--- config.mk ---
export PLATFORM = sky130hd
export DESIGN_NAME = axis_encoder_position_regulator
export DESIGN_NICKNAME = d
export VERILOG_FILES = /design/src/inc/axis_enc_pkg.sv /design/src/logic/axis_encoder_position_regulator.sv /design/src/logic/bemf_front_end.sv
export SDC_FILE = /design/constraint.sdc
export NUM_CORES = 2
export LEC_CHECK = 0
export ABC_AREA = 1
export BUFFER_PORTS_ARGS = -buffer_cell sky130_fd_sc_hd__buf_2
export CAP_MARGIN = 10
export CORE_MARGIN = 4
export CORE_UTILIZATION = 60
export CTS_CLUSTER_SIZE = 10
export DETAILED_ROUTE_END_ITERATION = 10
export PLACE_DENSITY = 0.79
export SYNTH_ARGS = -nofsm -noshare
export SYNTH_HDL_FRONTEND = slang
export SYNTH_SLANG_ARGS = --single-unit
--- constraint.sdc ---
create_clock -name aclk -period 14.3 [get_ports aclk]
set_input_delay 0.715 -clock aclk [delete_from_list [all_inputs] [get_ports aclk]]
set_output_delay 0.715 -clock aclk [all_outputs]
set_load 0.03 [all_outputs]
--- src/inc/axis_enc_pkg.sv ---
/*
  Shared constants and carriers for one axis's encoder counter and position regulator:
  register indices, field layouts, reset values, write masks and back-EMF front-end counts.
  Assumes a 32-bit AXI4-Lite register bus with one aligned word per register.
*/
package axis_enc_pkg;

  // ==========================================================================
  // register indices (byte address = 4 x index)
  localparam logic [7:0] IDX_POS_CTRL   = 8'h2D;
  localparam logic [7:0] IDX_ENC_COUNT  = 8'h2E;
  localparam logic [7:0] IDX_ENC_MODE   = 8'h2F;
  localparam logic [7:0] IDX_ENC_LATCH  = 8'h3E;
  localparam logic [7:0] IDX_AXIS_STAT  = 8'h3F;

  // ==========================================================================
  // reset values and writable bits
  localparam logic [31:0] POS_CTRL_RESET  = 32'h1000_0000;
  localparam logic [31:0] POS_CTRL_WMASK  = 32'h10FF_03FF;
  localparam logic [31:0] ENC_COUNT_RESET = 32'h0000_0000;
  localparam logic [31:0] ENC_MODE_RESET  = 32'h0010_8000;
  localparam logic [31:0] ENC_MODE_WMASK  = 32'h30FF_FFFF;
  localparam logic [31:0] ALL_BITS        = 32'hFFFF_FFFF;
  localparam int unsigned CLR_ONCE_BIT    = 5;
  localparam int unsigned POS_REACHED_BIT = 9;

  localparam logic [1:0]  RESP_OKAY   = 2'h0;
  localparam logic [1:0]  RESP_SLVERR = 2'h2;

  // ==========================================================================
  // back-EMF front end: filter divisors per select code, blanking unit
  localparam int unsigned FILT_DIV_0 = 24600;
  localparam int unsigned FILT_DIV_1 = 12300;
  localparam int unsigned FILT_DIV_2 = 6150;
  localparam int unsigned FILT_DIV_3 = 2870;
  localparam int unsigned BLANK_UNIT = (1 << 14) - 1;

  // comparator hysteresis in mV, indexed by select code
  localparam logic [7:0][7:0] HYST_MV_TABLE = {8'hFA, 8'hC8, 8'h96, 8'h64,
                                               8'h4B, 8'h32, 8'h19, 8'h0A};

  // ==========================================================================
  // carriers
  typedef struct packed {
    logic [2:0] rsv_hi;
    logic       tol_after_arrival;
    logic [3:0] rsv_mid;
    logic [7:0] tolerance;
    logic [5:0] rsv_lo;
    logic [9:0] gain;
  } pos_ctrl_s;

  typedef struct packed {
    logic [1:0] rsv_top;
    logic [1:0] filt_sel;
    logic [3:0] rsv_hi;
    logic [7:0] blank_time;
    logic       quiescent_keep;
    logic [2:0] hyst_sel;
    logic       source_select;
    logic       decimal_mode;
    logic       latch_ramp_pos;
    logic       clr_on_index;
    logic [1:0] index_edge;
    logic       clr_once;
    logic       clr_cont;
    logic       ignore_ab;
    logic       pol_n;
    logic       pol_b;
    logic       pol_a;
  } enc_mode_s;

  typedef struct packed {
    logic a;
    logic b;
    logic n;
  } enc_pins_s;

  typedef struct packed {
    logic               enable;
    logic               dead_band;
    logic signed [43:0] correction;
  } reg_out_s;

endpackage

--- src/logic/axis_encoder_position_regulator.sv ---
/*
  One axis's encoder counter, index latch and proportional position regulator, with
  the back-EMF decoder setup, reached over an AXI4-Lite slave.
  Assumes encoder pins, comparators and ramp-generator signals are synchronous to aclk.
*/
`timescale 1ns/1ps
module axis_encoder_position_regulator #(
  parameter int unsigned ADDR_W = 10,                       // AXI address width
  parameter int unsigned DIV0   = axis_enc_pkg::FILT_DIV_0, // lowpass divisor, code 0
  parameter int unsigned DIV1   = axis_enc_pkg::FILT_DIV_1, // lowpass divisor, code 1
  parameter int unsigned DIV2   = axis_enc_pkg::FILT_DIV_2, // lowpass divisor, code 2
  parameter int unsigned BUNIT  = axis_enc_pkg::BLANK_UNIT  // blanking step in clocks
) (
  input  wire logic               aclk,             // system clock, 200 MHz
  input  wire logic               aresetn,          // sync reset, active low
  input  wire logic [ADDR_W-1:0]  s_axi_awaddr,     // write address
  input  wire logic               s_axi_awvalid,    // write address valid
  output logic                    s_axi_awready,    // write address ready
  input  wire logic [31:0]        s_axi_wdata,      // write data
  input  wire logic [3:0]         s_axi_wstrb,      // byte enables
  input  wire logic               s_axi_wvalid,     // write data valid
  output logic                    s_axi_wready,     // write data ready
  output logic [1:0]              s_axi_bresp,      // write response
  output logic                    s_axi_bvalid,     // write response valid
  input  wire logic               s_axi_bready,     // write response ready
  input  wire logic [ADDR_W-1:0]  s_axi_araddr,     // read address
  input  wire logic               s_axi_arvalid,    // read address valid
  output logic                    s_axi_arready,    // read address ready
  output logic [31:0]             s_axi_rdata,      // read data
  output logic [1:0]              s_axi_rresp,      // read response
  output logic                    s_axi_rvalid,     // read data valid
  input  wire logic               s_axi_rready,     // read data ready
  input  wire axis_enc_pkg::enc_pins_s enc_pins,    // incremental A, B, N
  input  wire logic [1:0]         bemf_cmp,         // back-EMF comparator pair
  input  wire logic               quiescent,        // motor in quiescence
  input  wire logic [31:0]        ramp_status_word, // motion controller status
  input  wire logic [31:0]        target_position,  // regulator set point
  output axis_enc_pkg::reg_out_s  reg_out_ff,       // regulator result
  output logic [7:0]              bemf_hyst_mv_ff,  // comparator hysteresis, mV
  output logic                    decoder_active,   // decoders running
  output logic                    latch_ramp_ff     // pulse: latch ramp position
);
  import axis_enc_pkg::*;

  if (ADDR_W < 10 || DIV0 == 0 || DIV1 == 0 || DIV2 == 0 || BUNIT == 0) begin : g_chk
    $error("axis_encoder_position_regulator: unsupported parameters");
  end

  function automatic logic [31:0] merge(input logic [31:0] old, input logic [31:0] data,
                                        input logic [3:0] strb, input logic [31:0] mask);
    logic [31:0] res;
    res = old;
    for (int i = 0; i < 4; i++) begin
      if (strb[i]) res[i*8 +: 8] = data[i*8 +: 8];
    end
    return res & mask;
  endfunction

  // ==========================================================================
  // AXI4-Lite write path
  pos_ctrl_s   ctrl_ff;
  enc_mode_s   mode_ff;
  logic [31:0] count_ff;
  logic [31:0] latch_ff;
  logic        once_armed_ff;
  logic [7:0]  aw_idx_ff;
  logic        aw_full_ff;
  logic [31:0] w_data_ff;
  logic [3:0]  w_strb_ff;
  logic        w_full_ff;
  logic        wr_fire;
  logic        wr_ok;

  assign s_axi_awready = !aw_full_ff && !s_axi_bvalid;
  assign s_axi_wready  = !w_full_ff && !s_axi_bvalid;
  assign wr_fire       = aw_full_ff && w_full_ff && !s_axi_bvalid;
  assign wr_ok         = (aw_idx_ff == IDX_POS_CTRL) || (aw_idx_ff == IDX_ENC_COUNT)
                      || (aw_idx_ff == IDX_ENC_MODE);

  always_ff @(posedge aclk) begin
    if (!aresetn) begin
      aw_full_ff <= 1'b0;
      aw_idx_ff  <= 8'h00;
    end else if (s_axi_awvalid && s_axi_awready) begin
      aw_full_ff <= 1'b1;
      aw_idx_ff  <= s_axi_awaddr[9:2];
    end else if (wr_fire) begin
      aw_full_ff <= 1'b0;
    end
  end

  always_ff @(posedge aclk) begin
    if (!aresetn) begin
      w_full_ff <= 1'b0;
      w_data_ff <= 32'h0000_0000;
      w_strb_ff <= 4'h0;
    end else if (s_axi_wvalid && s_axi_wready) begin
      w_full_ff <= 1'b1;
      w_data_ff <= s_axi_wdata;
      w_strb_ff <= s_axi_wstrb;
    end else if (wr_fire) begin
      w_full_ff <= 1'b0;
    end
  end

  always_ff @(posedge aclk) begin
    if (!aresetn) begin
      s_axi_bvalid <= 1'b0;
      s_axi_bresp  <= RESP_OKAY;
    end else if (wr_fire) begin
      s_axi_bvalid <= 1'b1;
      s_axi_bresp  <= wr_ok ? RESP_OKAY : RESP_SLVERR;
    end else if (s_axi_bready) begin
      s_axi_bvalid <= 1'b0;
    end
  end

  always_ff @(posedge aclk) begin
    if (!aresetn) begin
      ctrl_ff <= POS_CTRL_RESET;
      mode_ff <= ENC_MODE_RESET;
    end else if (wr_fire && aw_idx_ff == IDX_POS_CTRL) begin
      ctrl_ff <= merge(ctrl_ff, w_data_ff, w_strb_ff, POS_CTRL_WMASK);
    end else if (wr_fire && aw_idx_ff == IDX_ENC_MODE) begin
      mode_ff <= merge(mode_ff, w_data_ff, w_strb_ff, ENC_MODE_WMASK);
    end
  end

  // ==========================================================================
  // decoders and index event
  logic       dec_on;
  logic [1:0] bemf_filt;
  logic       blanking;
  logic [1:0] ab_cur;
  logic [1:0] ab_prev_ff;
  logic       step;
  logic       step_up;
  logic       n_active;
  logic       n_prev_ff;
  logic       index_evt;
  logic       index_fire;
  logic       sw_count_wr;
  logic       sw_once_wr;

  assign dec_on         = mode_ff.quiescent_keep || !quiescent;
  assign decoder_active = dec_on;

  bemf_front_end #(
    .DIV0  (DIV0),
    .DIV1  (DIV1),
    .DIV2  (DIV2),
    .DIV3  (FILT_DIV_3),
    .BUNIT (BUNIT)
  ) u_bemf (
    .aclk       (aclk),
    .aresetn    (aresetn),
    .run        (dec_on),
    .cmp        (bemf_cmp),
    .filt_sel   (mode_ff.filt_sel),
    .blank_time (mode_ff.blank_time),
    .filt_ff    (bemf_filt),
    .blanking   (blanking)
  );

  assign ab_cur  = mode_ff.source_select ? {enc_pins.a, enc_pins.b} : bemf_filt;
  // a double change is a lost step and is dropped rather than guessed
  assign step    = dec_on && (ab_cur != ab_prev_ff) && ((ab_cur ^ ab_prev_ff) != 2'h3);
  assign step_up = ab_prev_ff[1] ^ ab_cur[0];

  assign n_active = (enc_pins.n == mode_ff.pol_n)
                 && (mode_ff.ignore_ab || (enc_pins.a == mode_ff.pol_a
                                           && enc_pins.b == mode_ff.pol_b));

  always_comb begin
    unique case (mode_ff.index_edge)
      2'h0: index_evt = n_active;
      2'h1: index_evt = n_active && !n_prev_ff;
      2'h2: index_evt = !n_active && n_prev_ff;
      2'h3: index_evt = n_active != n_prev_ff;
    endcase
  end

  assign index_fire  = dec_on && index_evt && (mode_ff.clr_cont || once_armed_ff);
  assign sw_count_wr = wr_fire && aw_idx_ff == IDX_ENC_COUNT;
  assign sw_once_wr  = wr_fire && aw_idx_ff == IDX_ENC_MODE && w_strb_ff[0]
                    && w_data_ff[CLR_ONCE_BIT];

  // prev sampled even while gated, so re-enabling does not invent a step
  always_ff @(posedge aclk) begin
    if (!aresetn) begin
      ab_prev_ff <= 2'h0;
      n_prev_ff  <= 1'b0;
    end else begin
      ab_prev_ff <= ab_cur;
      n_prev_ff  <= n_active;
    end
  end

  always_ff @(posedge aclk) begin
    if (!aresetn) begin
      once_armed_ff <= 1'b0;
    end else if (sw_once_wr) begin
      once_armed_ff <= 1'b1;
    end else if (index_fire) begin
      once_armed_ff <= 1'b0;
    end
  end

  // software overwrite wins over an index clear or a step in the same cycle
  always_ff @(posedge aclk) begin
    if (!aresetn) begin
      count_ff <= ENC_COUNT_RESET;
    end else if (sw_count_wr) begin
      count_ff <= merge(count_ff, w_data_ff, w_strb_ff, ALL_BITS);
    end else if (index_fire && mode_ff.clr_on_index) begin
      count_ff <= 32'h0000_0000;
    end else if (step) begin
      count_ff <= step_up ? count_ff + 32'h1 : count_ff - 32'h1;
    end
  end

  always_ff @(posedge aclk) begin
    if (!aresetn) begin
      latch_ff      <= 32'h0000_0000;
      latch_ramp_ff <= 1'b0;
    end else begin
      latch_ramp_ff <= index_fire && mode_ff.latch_ramp_pos;
      if (index_fire) latch_ff <= count_ff;
    end
  end

  always_ff @(posedge aclk) begin
    if (!aresetn) begin
      bemf_hyst_mv_ff <= HYST_MV_TABLE[0];
    end else begin
      bemf_hyst_mv_ff <= HYST_MV_TABLE[mode_ff.hyst_sel];
    end
  end

  // ==========================================================================
  // proportional regulator
  logic signed [32:0] err;
  logic        [32:0] abs_err;
  logic               band_on;
  logic               in_band;

  assign err     = $signed({target_position[31], target_position})
                 - $signed({count_ff[31], count_ff});
  assign abs_err = err[32] ? 33'(-err) : 33'(err);
  assign band_on = ctrl_ff.tol_after_arrival ? ramp_status_word[POS_REACHED_BIT]
                                             : 1'b1;
  assign in_band = band_on && (abs_err < {25'h0, ctrl_ff.tolerance});

  always_ff @(posedge aclk) begin
    if (!aresetn) begin
      reg_out_ff <= '0;
    end else begin
      reg_out_ff.enable    <= ctrl_ff.gain != 10'h000;
      reg_out_ff.dead_band <= in_band;
      if (ctrl_ff.gain == 10'h000 || in_band) begin
        reg_out_ff.correction <= 44'sh0;
      end else begin
        // product formed at full width: a wrapped set point gives errors near 2^32
        reg_out_ff.correction <= 44'($signed({1'b0, ctrl_ff.gain}) * 44'(err));
      end
    end
  end

  // ==========================================================================
  // AXI4-Lite read path
  logic [31:0] rd_mux;
  logic        rd_ok;
  logic [7:0]  ar_idx;

  assign s_axi_arready = !s_axi_rvalid;
  assign ar_idx        = s_axi_araddr[9:2];

  always_comb begin
    rd_ok  = 1'b1;
    unique case (ar_idx)
      IDX_POS_CTRL:  rd_mux = ctrl_ff;
      IDX_ENC_COUNT: rd_mux = count_ff;
      IDX_ENC_MODE:  rd_mux = mode_ff;
      IDX_ENC_LATCH: rd_mux = latch_ff;
      IDX_AXIS_STAT: rd_mux = {27'h0, once_armed_ff, blanking, reg_out_ff.dead_band,
                               reg_out_ff.enable, dec_on};
      default: begin
        rd_mux = 32'h0000_0000;
        rd_ok  = 1'b0;
      end
    endcase
  end

  always_ff @(posedge aclk) begin
    if (!aresetn) begin
      s_axi_rvalid <= 1'b0;
      s_axi_rdata  <= 32'h0000_0000;
      s_axi_rresp  <= RESP_OKAY;
    end else if (s_axi_arvalid && s_axi_arready) begin
      s_axi_rvalid <= 1'b1;
      s_axi_rdata  <= rd_mux;
      s_axi_rresp  <= rd_ok ? RESP_OKAY : RESP_SLVERR;
    end else if (s_axi_rready) begin
      s_axi_rvalid <= 1'b0;
    end
  end

  // ==========================================================================
  // checks
  chk_gain_zero_off: assert property (@(posedge aclk) disable iff (!aresetn)
    (ctrl_ff.gain == 10'h000) |=> (!reg_out_ff.enable && reg_out_ff.correction == 44'sh0))
    else $error("regulator active with zero gain");

  chk_band_always: assert property (@(posedge aclk) disable iff (!aresetn)
    (!ctrl_ff.tol_after_arrival && abs_err < {25'h0, ctrl_ff.tolerance})
    |=> (reg_out_ff.dead_band && reg_out_ff.correction == 44'sh0))
    else $error("small error not ignored with tolerance always on");

  chk_band_arrival: assert property (@(posedge aclk) disable iff (!aresetn)
    (ctrl_ff.tol_after_arrival && !ramp_status_word[POS_REACHED_BIT]
     && ctrl_ff.gain != 10'h000 && err != 33'sh0) |=> (reg_out_ff.correction != 44'sh0))
    else $error("dead band applied before target arrival");

  chk_tol_edge: assert property (@(posedge aclk) disable iff (!aresetn)
    (abs_err >= {25'h0, ctrl_ff.tolerance} && ctrl_ff.gain != 10'h000 && err != 33'sh0)
    |=> !reg_out_ff.dead_band)
    else $error("error at or above tolerance was ignored");

  chk_count_write: assert property (@(posedge aclk) disable iff (!aresetn)
    (sw_count_wr && w_strb_ff == 4'hF) |=> (count_ff == $past(w_data_ff)))
    else $error("encoder count not overwritten by software");

  chk_quiet_hold: assert property (@(posedge aclk) disable iff (!aresetn)
    (!mode_ff.quiescent_keep && quiescent && !sw_count_wr) |=> $stable(count_ff))
    else $error("count moved while decoders gated in quiescence");

  chk_index_clear: assert property (@(posedge aclk) disable iff (!aresetn)
    (index_fire && mode_ff.clr_on_index && !sw_count_wr)
    |=> (count_ff == 32'h0000_0000 && latch_ff == $past(count_ff)))
    else $error("index event did not latch and clear the count");

  chk_index_keep: assert property (@(posedge aclk) disable iff (!aresetn)
    (index_fire && !mode_ff.clr_on_index && !sw_count_wr && !step)
    |=> (count_ff == $past(count_ff) && latch_ff == $past(count_ff)))
    else $error("latch-only index event disturbed the count");

  chk_hyst_map: assert property (@(posedge aclk) disable iff (!aresetn)
    ##1 (bemf_hyst_mv_ff == HYST_MV_TABLE[$past(mode_ff.hyst_sel)]))
    else $error("hysteresis output does not follow select code");

endmodule // axis_encoder_position_regulator

--- src/logic/bemf_front_end.sv ---
/*
  Back-EMF comparator front end: digital lowpass (stability filter) and blanking timer.
  Assumes comparator levels are synchronous to aclk and run is low during gated quiescence.
*/
`timescale 1ns/1ps
module bemf_front_end #(
  parameter int unsigned DIV0  = axis_enc_pkg::FILT_DIV_0, // cutoff divisor, code 0
  parameter int unsigned DIV1  = axis_enc_pkg::FILT_DIV_1, // cutoff divisor, code 1
  parameter int unsigned DIV2  = axis_enc_pkg::FILT_DIV_2, // cutoff divisor, code 2
  parameter int unsigned DIV3  = axis_enc_pkg::FILT_DIV_3, // cutoff divisor, code 3
  parameter int unsigned BUNIT = axis_enc_pkg::BLANK_UNIT  // cycles per blanking step
) (
  input  wire logic       aclk,       // system clock
  input  wire logic       aresetn,    // sync reset, active low
  input  wire logic       run,        // decoder allowed to run
  input  wire logic [1:0] cmp,        // raw comparator pair
  input  wire logic [1:0] filt_sel,   // lowpass select
  input  wire logic [7:0] blank_time, // blanking setting
  output logic      [1:0] filt_ff,    // filtered comparator pair
  output logic            blanking    // blanking window open
);
  import axis_enc_pkg::*;

  if (DIV0 == 0 || DIV1 == 0 || DIV2 == 0 || DIV3 == 0 || BUNIT == 0) begin : g_chk
    $error("bemf_front_end: divisors must be nonzero");
  end

  typedef enum logic [1:0] {ST_TRACK = 2'b00, ST_BLANK = 2'b01} fe_state_e;

  // ==========================================================================
  // filter and blanking
  fe_state_e   state_ff;
  logic [31:0] cnt_ff;
  logic [31:0] div_sel;
  logic [31:0] blank_total;

  always_comb begin
    unique case (filt_sel)
      2'h0: div_sel = DIV0;
      2'h1: div_sel = DIV1;
      2'h2: div_sel = DIV2;
      2'h3: div_sel = DIV3;
    endcase
  end

  assign blank_total = 32'(blank_time) * 32'(BUNIT);
  assign blanking    = (state_ff == ST_BLANK);

  // a change is accepted only after the input differs from filt_ff for a full divisor, which sets the cutoff
  always_ff @(posedge aclk) begin
    if (!aresetn) begin
      state_ff <= ST_TRACK;
      cnt_ff   <= 32'h0000_0000;
      filt_ff  <= 2'h0;
    end else if (!run) begin
      cnt_ff   <= 32'h0000_0000;
    end else begin
      unique case (state_ff)
        ST_TRACK: begin
          if (cmp == filt_ff) begin
            cnt_ff <= 32'h0000_0000;
          end else if (cnt_ff + 32'h1 >= div_sel) begin
            filt_ff <= cmp;
            if (blank_time != 8'h00) begin
              state_ff <= ST_BLANK;
              cnt_ff   <= blank_total;
            end else begin
              cnt_ff   <= 32'h0000_0000;
            end
          end else begin
            cnt_ff <= cnt_ff + 32'h1;
          end
        end
        ST_BLANK: begin
          if (cnt_ff <= 32'h1) begin
            state_ff <= ST_TRACK;
            cnt_ff   <= 32'h0000_0000;
          end else begin
            cnt_ff <= cnt_ff - 32'h1;
          end
        end
      endcase
    end
  end

  // ==========================================================================
  // checks
  chk_blank_start: assert property (@(posedge aclk) disable iff (!aresetn)
    (run && state_ff == ST_TRACK && cmp != filt_ff && cnt_ff + 32'h1 >= div_sel
     && blank_time != 8'h00) |=> (blanking && cnt_ff == $past(blank_total)))
    else $error("blanking did not start with the programmed length");

  chk_filter_hold: assert property (@(posedge aclk) disable iff (!aresetn)
    (filt_ff != $past(filt_ff)) |-> ($past(cnt_ff) + 32'h1 >= $past(div_sel)))
    else $error("filtered level changed before the divisor elapsed");

endmodule // bemf_front_end
==> results.ini <==
[clock_tree]
clkSinkCount=285
cts_buffers=36
worst_skew_pair.late_latency_ns=0.57
cts-root-buf=clkbuf_16
ctsResizeCount=0
cts_setup_buffers=0
clock_path_buffers=3
cts_tree=built
postCtsHoldBufs=0
clk_pin_slew_worst_paths_ns=0.06
cts_max_level=2

[critical_path]
critPathRequiredTime_ns=14.75
cpMaxStageDelayCell=o21ai_0
timing.rr.end=reg_out_ff[42]
cp-startpoint=count_ff[18]
cp.arrival_ns=8.66
crit_fanout=8
cpMostUsedCell=inv_1
start_kind=register
timing.rr.start=count_ff[18]
critPathCaptureType=register
regToRegSetupSlack_ns=6.09
crit_cells=32
crit_family=adder cells
critPathKind=register to register
r2r_cells=32
max_stage_delay_ns=0.68
critPathCapture=reg_out_ff[42]
crit_buf_inv=9

[global_route]
grtUsageTotal=0.333
grtUsageMet2=0.554
antenna_found_initial=1
met1_usage=0.421
use_met3=0.0659
grt_overflow=0
grt_pass1_wl_mm=149
grt_pass1_vias=28649
grt_start_max_net_pins=86
grt.busiest_layer=met2

[final_layout]
fillCellCount=4693
fin_nets=5253
fin_area_um2=33600
instances_no_fill=5273
post_route_cells_drive_above_1_share=0.0682
area_delta_synth_final_pct=7.99

[timing]
final.setup.tns_ns=0
final_hold_viol_count=0
fin_crit_ns=8.21
slew_viol_final=0
slew_headroom=0.281
post-route-worst-setup-slack_ns=6.09
fin_skew_ns=0.0180
hold_ws_ns=0.400
grt_setup_unrepaired=false
tightest_slew_ns=1.07
max_freq_mhz=122
fin_crit_sh=0.574
setup_viol=0

[run]
drv_cap=0

[pwr]
powerDensity_nw_per_um2=130
intPower_mw=2.12
peakVddDrop_v=0.000101
switching_share=0.517
share_comb_of_total_power=0.589
p_switching_mw=2.26
p_seq_frac=0.215
p_leak_nw=16.7
pwr-share-clk=0.196

[synth]
netlist.area_leader.share=0.201
netlist-cell-type-count=61
ys_warn_count=0
synth.cell_area_um2=31100
yosysTopAreaCell=fa_1
synth_cells=4460
synth_area_leaders=fa_1 (20%), dfxtp_1 (18%), nand2_1 (11%), inv_1 (10%), ha_1 (9.3%)
ys.flop_type=dfxtp_1
synthArstFlopShare=0
synth.avg_cell_area_um2=6.98
synth_edf_count=0
synth_seq_cells=285
yosysSeqAreaShare=0.183

[run_status]
status=finished, final reports clean

[floorplan]
start_util=0.607
ios=230
core_area_um2=51300
die_area_um2=55600
die_width_um=236
rows=83
die_h_um=236

[placed_design]
post_dp_cell_area_um2=32500
dpl.hpwl_mm=75.5
globalplace.congestion=0.995
placed_cells=5219
portBuffers=192
dpl_worst_slack_ns=5.92

[route]
wirelength_mm=95.1
drt_pass1_iterations=8
routedWlPerCell_um=18.0
drc=0
vias_per_cell=5.64
vias=29719
drtIter0Drc=2748
drtAntennaViolNets=0

[min_path]
whs_path_depth=3
min_path_type=input pin to register

==> metal layers <==
metal / part of all wire / vias up / routed length [µm]
li1: - / 14248 / -
met1: 0.39 / 13816 / 37400
met2: 0.46 / 1367 / 43800
met3: 0.093 / 286 / 8800
met4: 0.054 / 2 / 5100
met5: 0.00014 / - / 13
==> registers in the layout (all words and copies together), names as in the netlist, 2 cells and up <==
register	flops
reg_out_ff	46
count_ff	32
latch_ff	32
s_axi_rdata	32
u_bemf.cnt_ff	32
w_data_ff	32
mode_ff	26
ctrl_ff	19
aw_idx_ff	8
bemf_hyst_mv_ff	8
w_strb_ff	4
ab_prev_ff	2
u_bemf.filt_ff	2
==> worst register-to-register path, delay by kind of cell, from the launching register on <==
kind	cells	cell delay, ns
xor gates and xnor gates	1	0.19
adders and majority gates	7	3.36
DFF	1	0.47
AOI/OAI and AO/OA	3	1.13
buffers and inverters	9	1.02
and+or+nand+nor	12	1.92
==> per-stage QoR <==
| step | util | power, mW |
|---|---|---|
| finish | 0.656 | 4.38 |
| global route | 0.655 | 4.70 |
| CTS | 0.655 | 4.33 |
| detailed placement | 0.634 | 3.47 |
| global placement | 0.634 | 3.45 |
| floorplan | - | 2.78 |
==> final cells by class <==
class | instances | area (µm²) | area share
Multi-Input combinational cell | 3199 | 21700 | 0.645
Sequential cell | 285 | 5710 | 0.170
Inverter | 844 | 3170 | 0.0943
Timing Repair Buffer | 211 | 1110 | 0.0329
Clock buffer | 46 | 978 | 0.0291
Tap cell | 680 | 851 | 0.0253
Clock inverter | 6 | 108 | 0.00320
Antenna cell | 2 | 5.00 | 0.000149
==> power by group through the flow <==
stage	logic [mW]	clock network [mW]	registers (mW)
after floorplan	1.85	0	0.923
after global placement	2.49	0	0.957
after detailed placement	2.51	0	0.958
after CTS	2.53	0.864	0.942
after global routing	2.86	0.891	0.950
final	2.58	0.858	0.944
==> synth_stat cells, types with 7 or more instances <==
master / number
clkbuf_1: 110
o21bai_1: 8
ha_1: 231
o211ai_1: 16
a211oi_1: 32
a221oi_1: 12
nor3_1: 48
buf_6: 7
nor4_1: 17
clkinv_1: 7
buf_2: 9
nand2_1: 933
nand2_2: 19
xor2_1: 87
dfxtp_1: 285
nand4_1: 40
inv_2: 7
a31oi_1: 24
xnor2_1: 34
o22ai_1: 22
a21oi_1: 334
o21ai_0: 271
o2111ai_1: 8
nand3_1: 150
o21a_1: 11
o221ai_1: 10
fa_1: 312
inv_1: 829
nor2_1: 516
==> worst min path at each step <==
stage                     from           endpoint  slack (ns)
2_1_floorplan    w_data_ff[30]      w_data_ff[30]        0.42
3_3_place_gp     w_data_ff[30]      w_data_ff[30]        0.44
3_5_place_dp     w_data_ff[30]      w_data_ff[30]        0.45
4_1_cts            bemf_cmp[1]  u_bemf.filt_ff[1]        0.38
5_1_grt        s_axi_wdata[25]      w_data_ff[25]        0.42
6_report       s_axi_wdata[25]      w_data_ff[25]        0.40
==> cell usage in the layout (no fill, tap or decap), types with 7 or more instances in the layout <==
master,count
nand2_2,20
clkbuf_16,36
o211ai_1,16
o221ai_1,10
a211oi_1,32
clkinv_1,7
dfxtp_1,285
nand3_1,150
xnor2_1,34
nor2_1,516
o22ai_1,22
xor2_1,86
inv_1,829
a21oi_1,334
buf_2,191
nor3_1,48
a221oi_1,12
nand2_1,932
buf_4,20
fa_1,312
o21bai_1,8
nor4_1,17
nand4_1,40
o21a_1,11
ha_1,231
a31oi_1,24
o21ai_0,271
o2111ai_1,8
inv_2,7
==> cell families after synthesis <==
family / count (synthesis) / synth area share
other: 1 / 0.000120
buffers and inverters: 977 / 0.120
DFF: 285 / 0.183
and+or+nand+nor: 1763 / 0.232
AOI/OAI and AO/OA: 770 / 0.137
adders and majority gates: 543 / 0.293
xor gates and xnor gates: 121 / 0.0340
(Power assumes the default switching activity.)
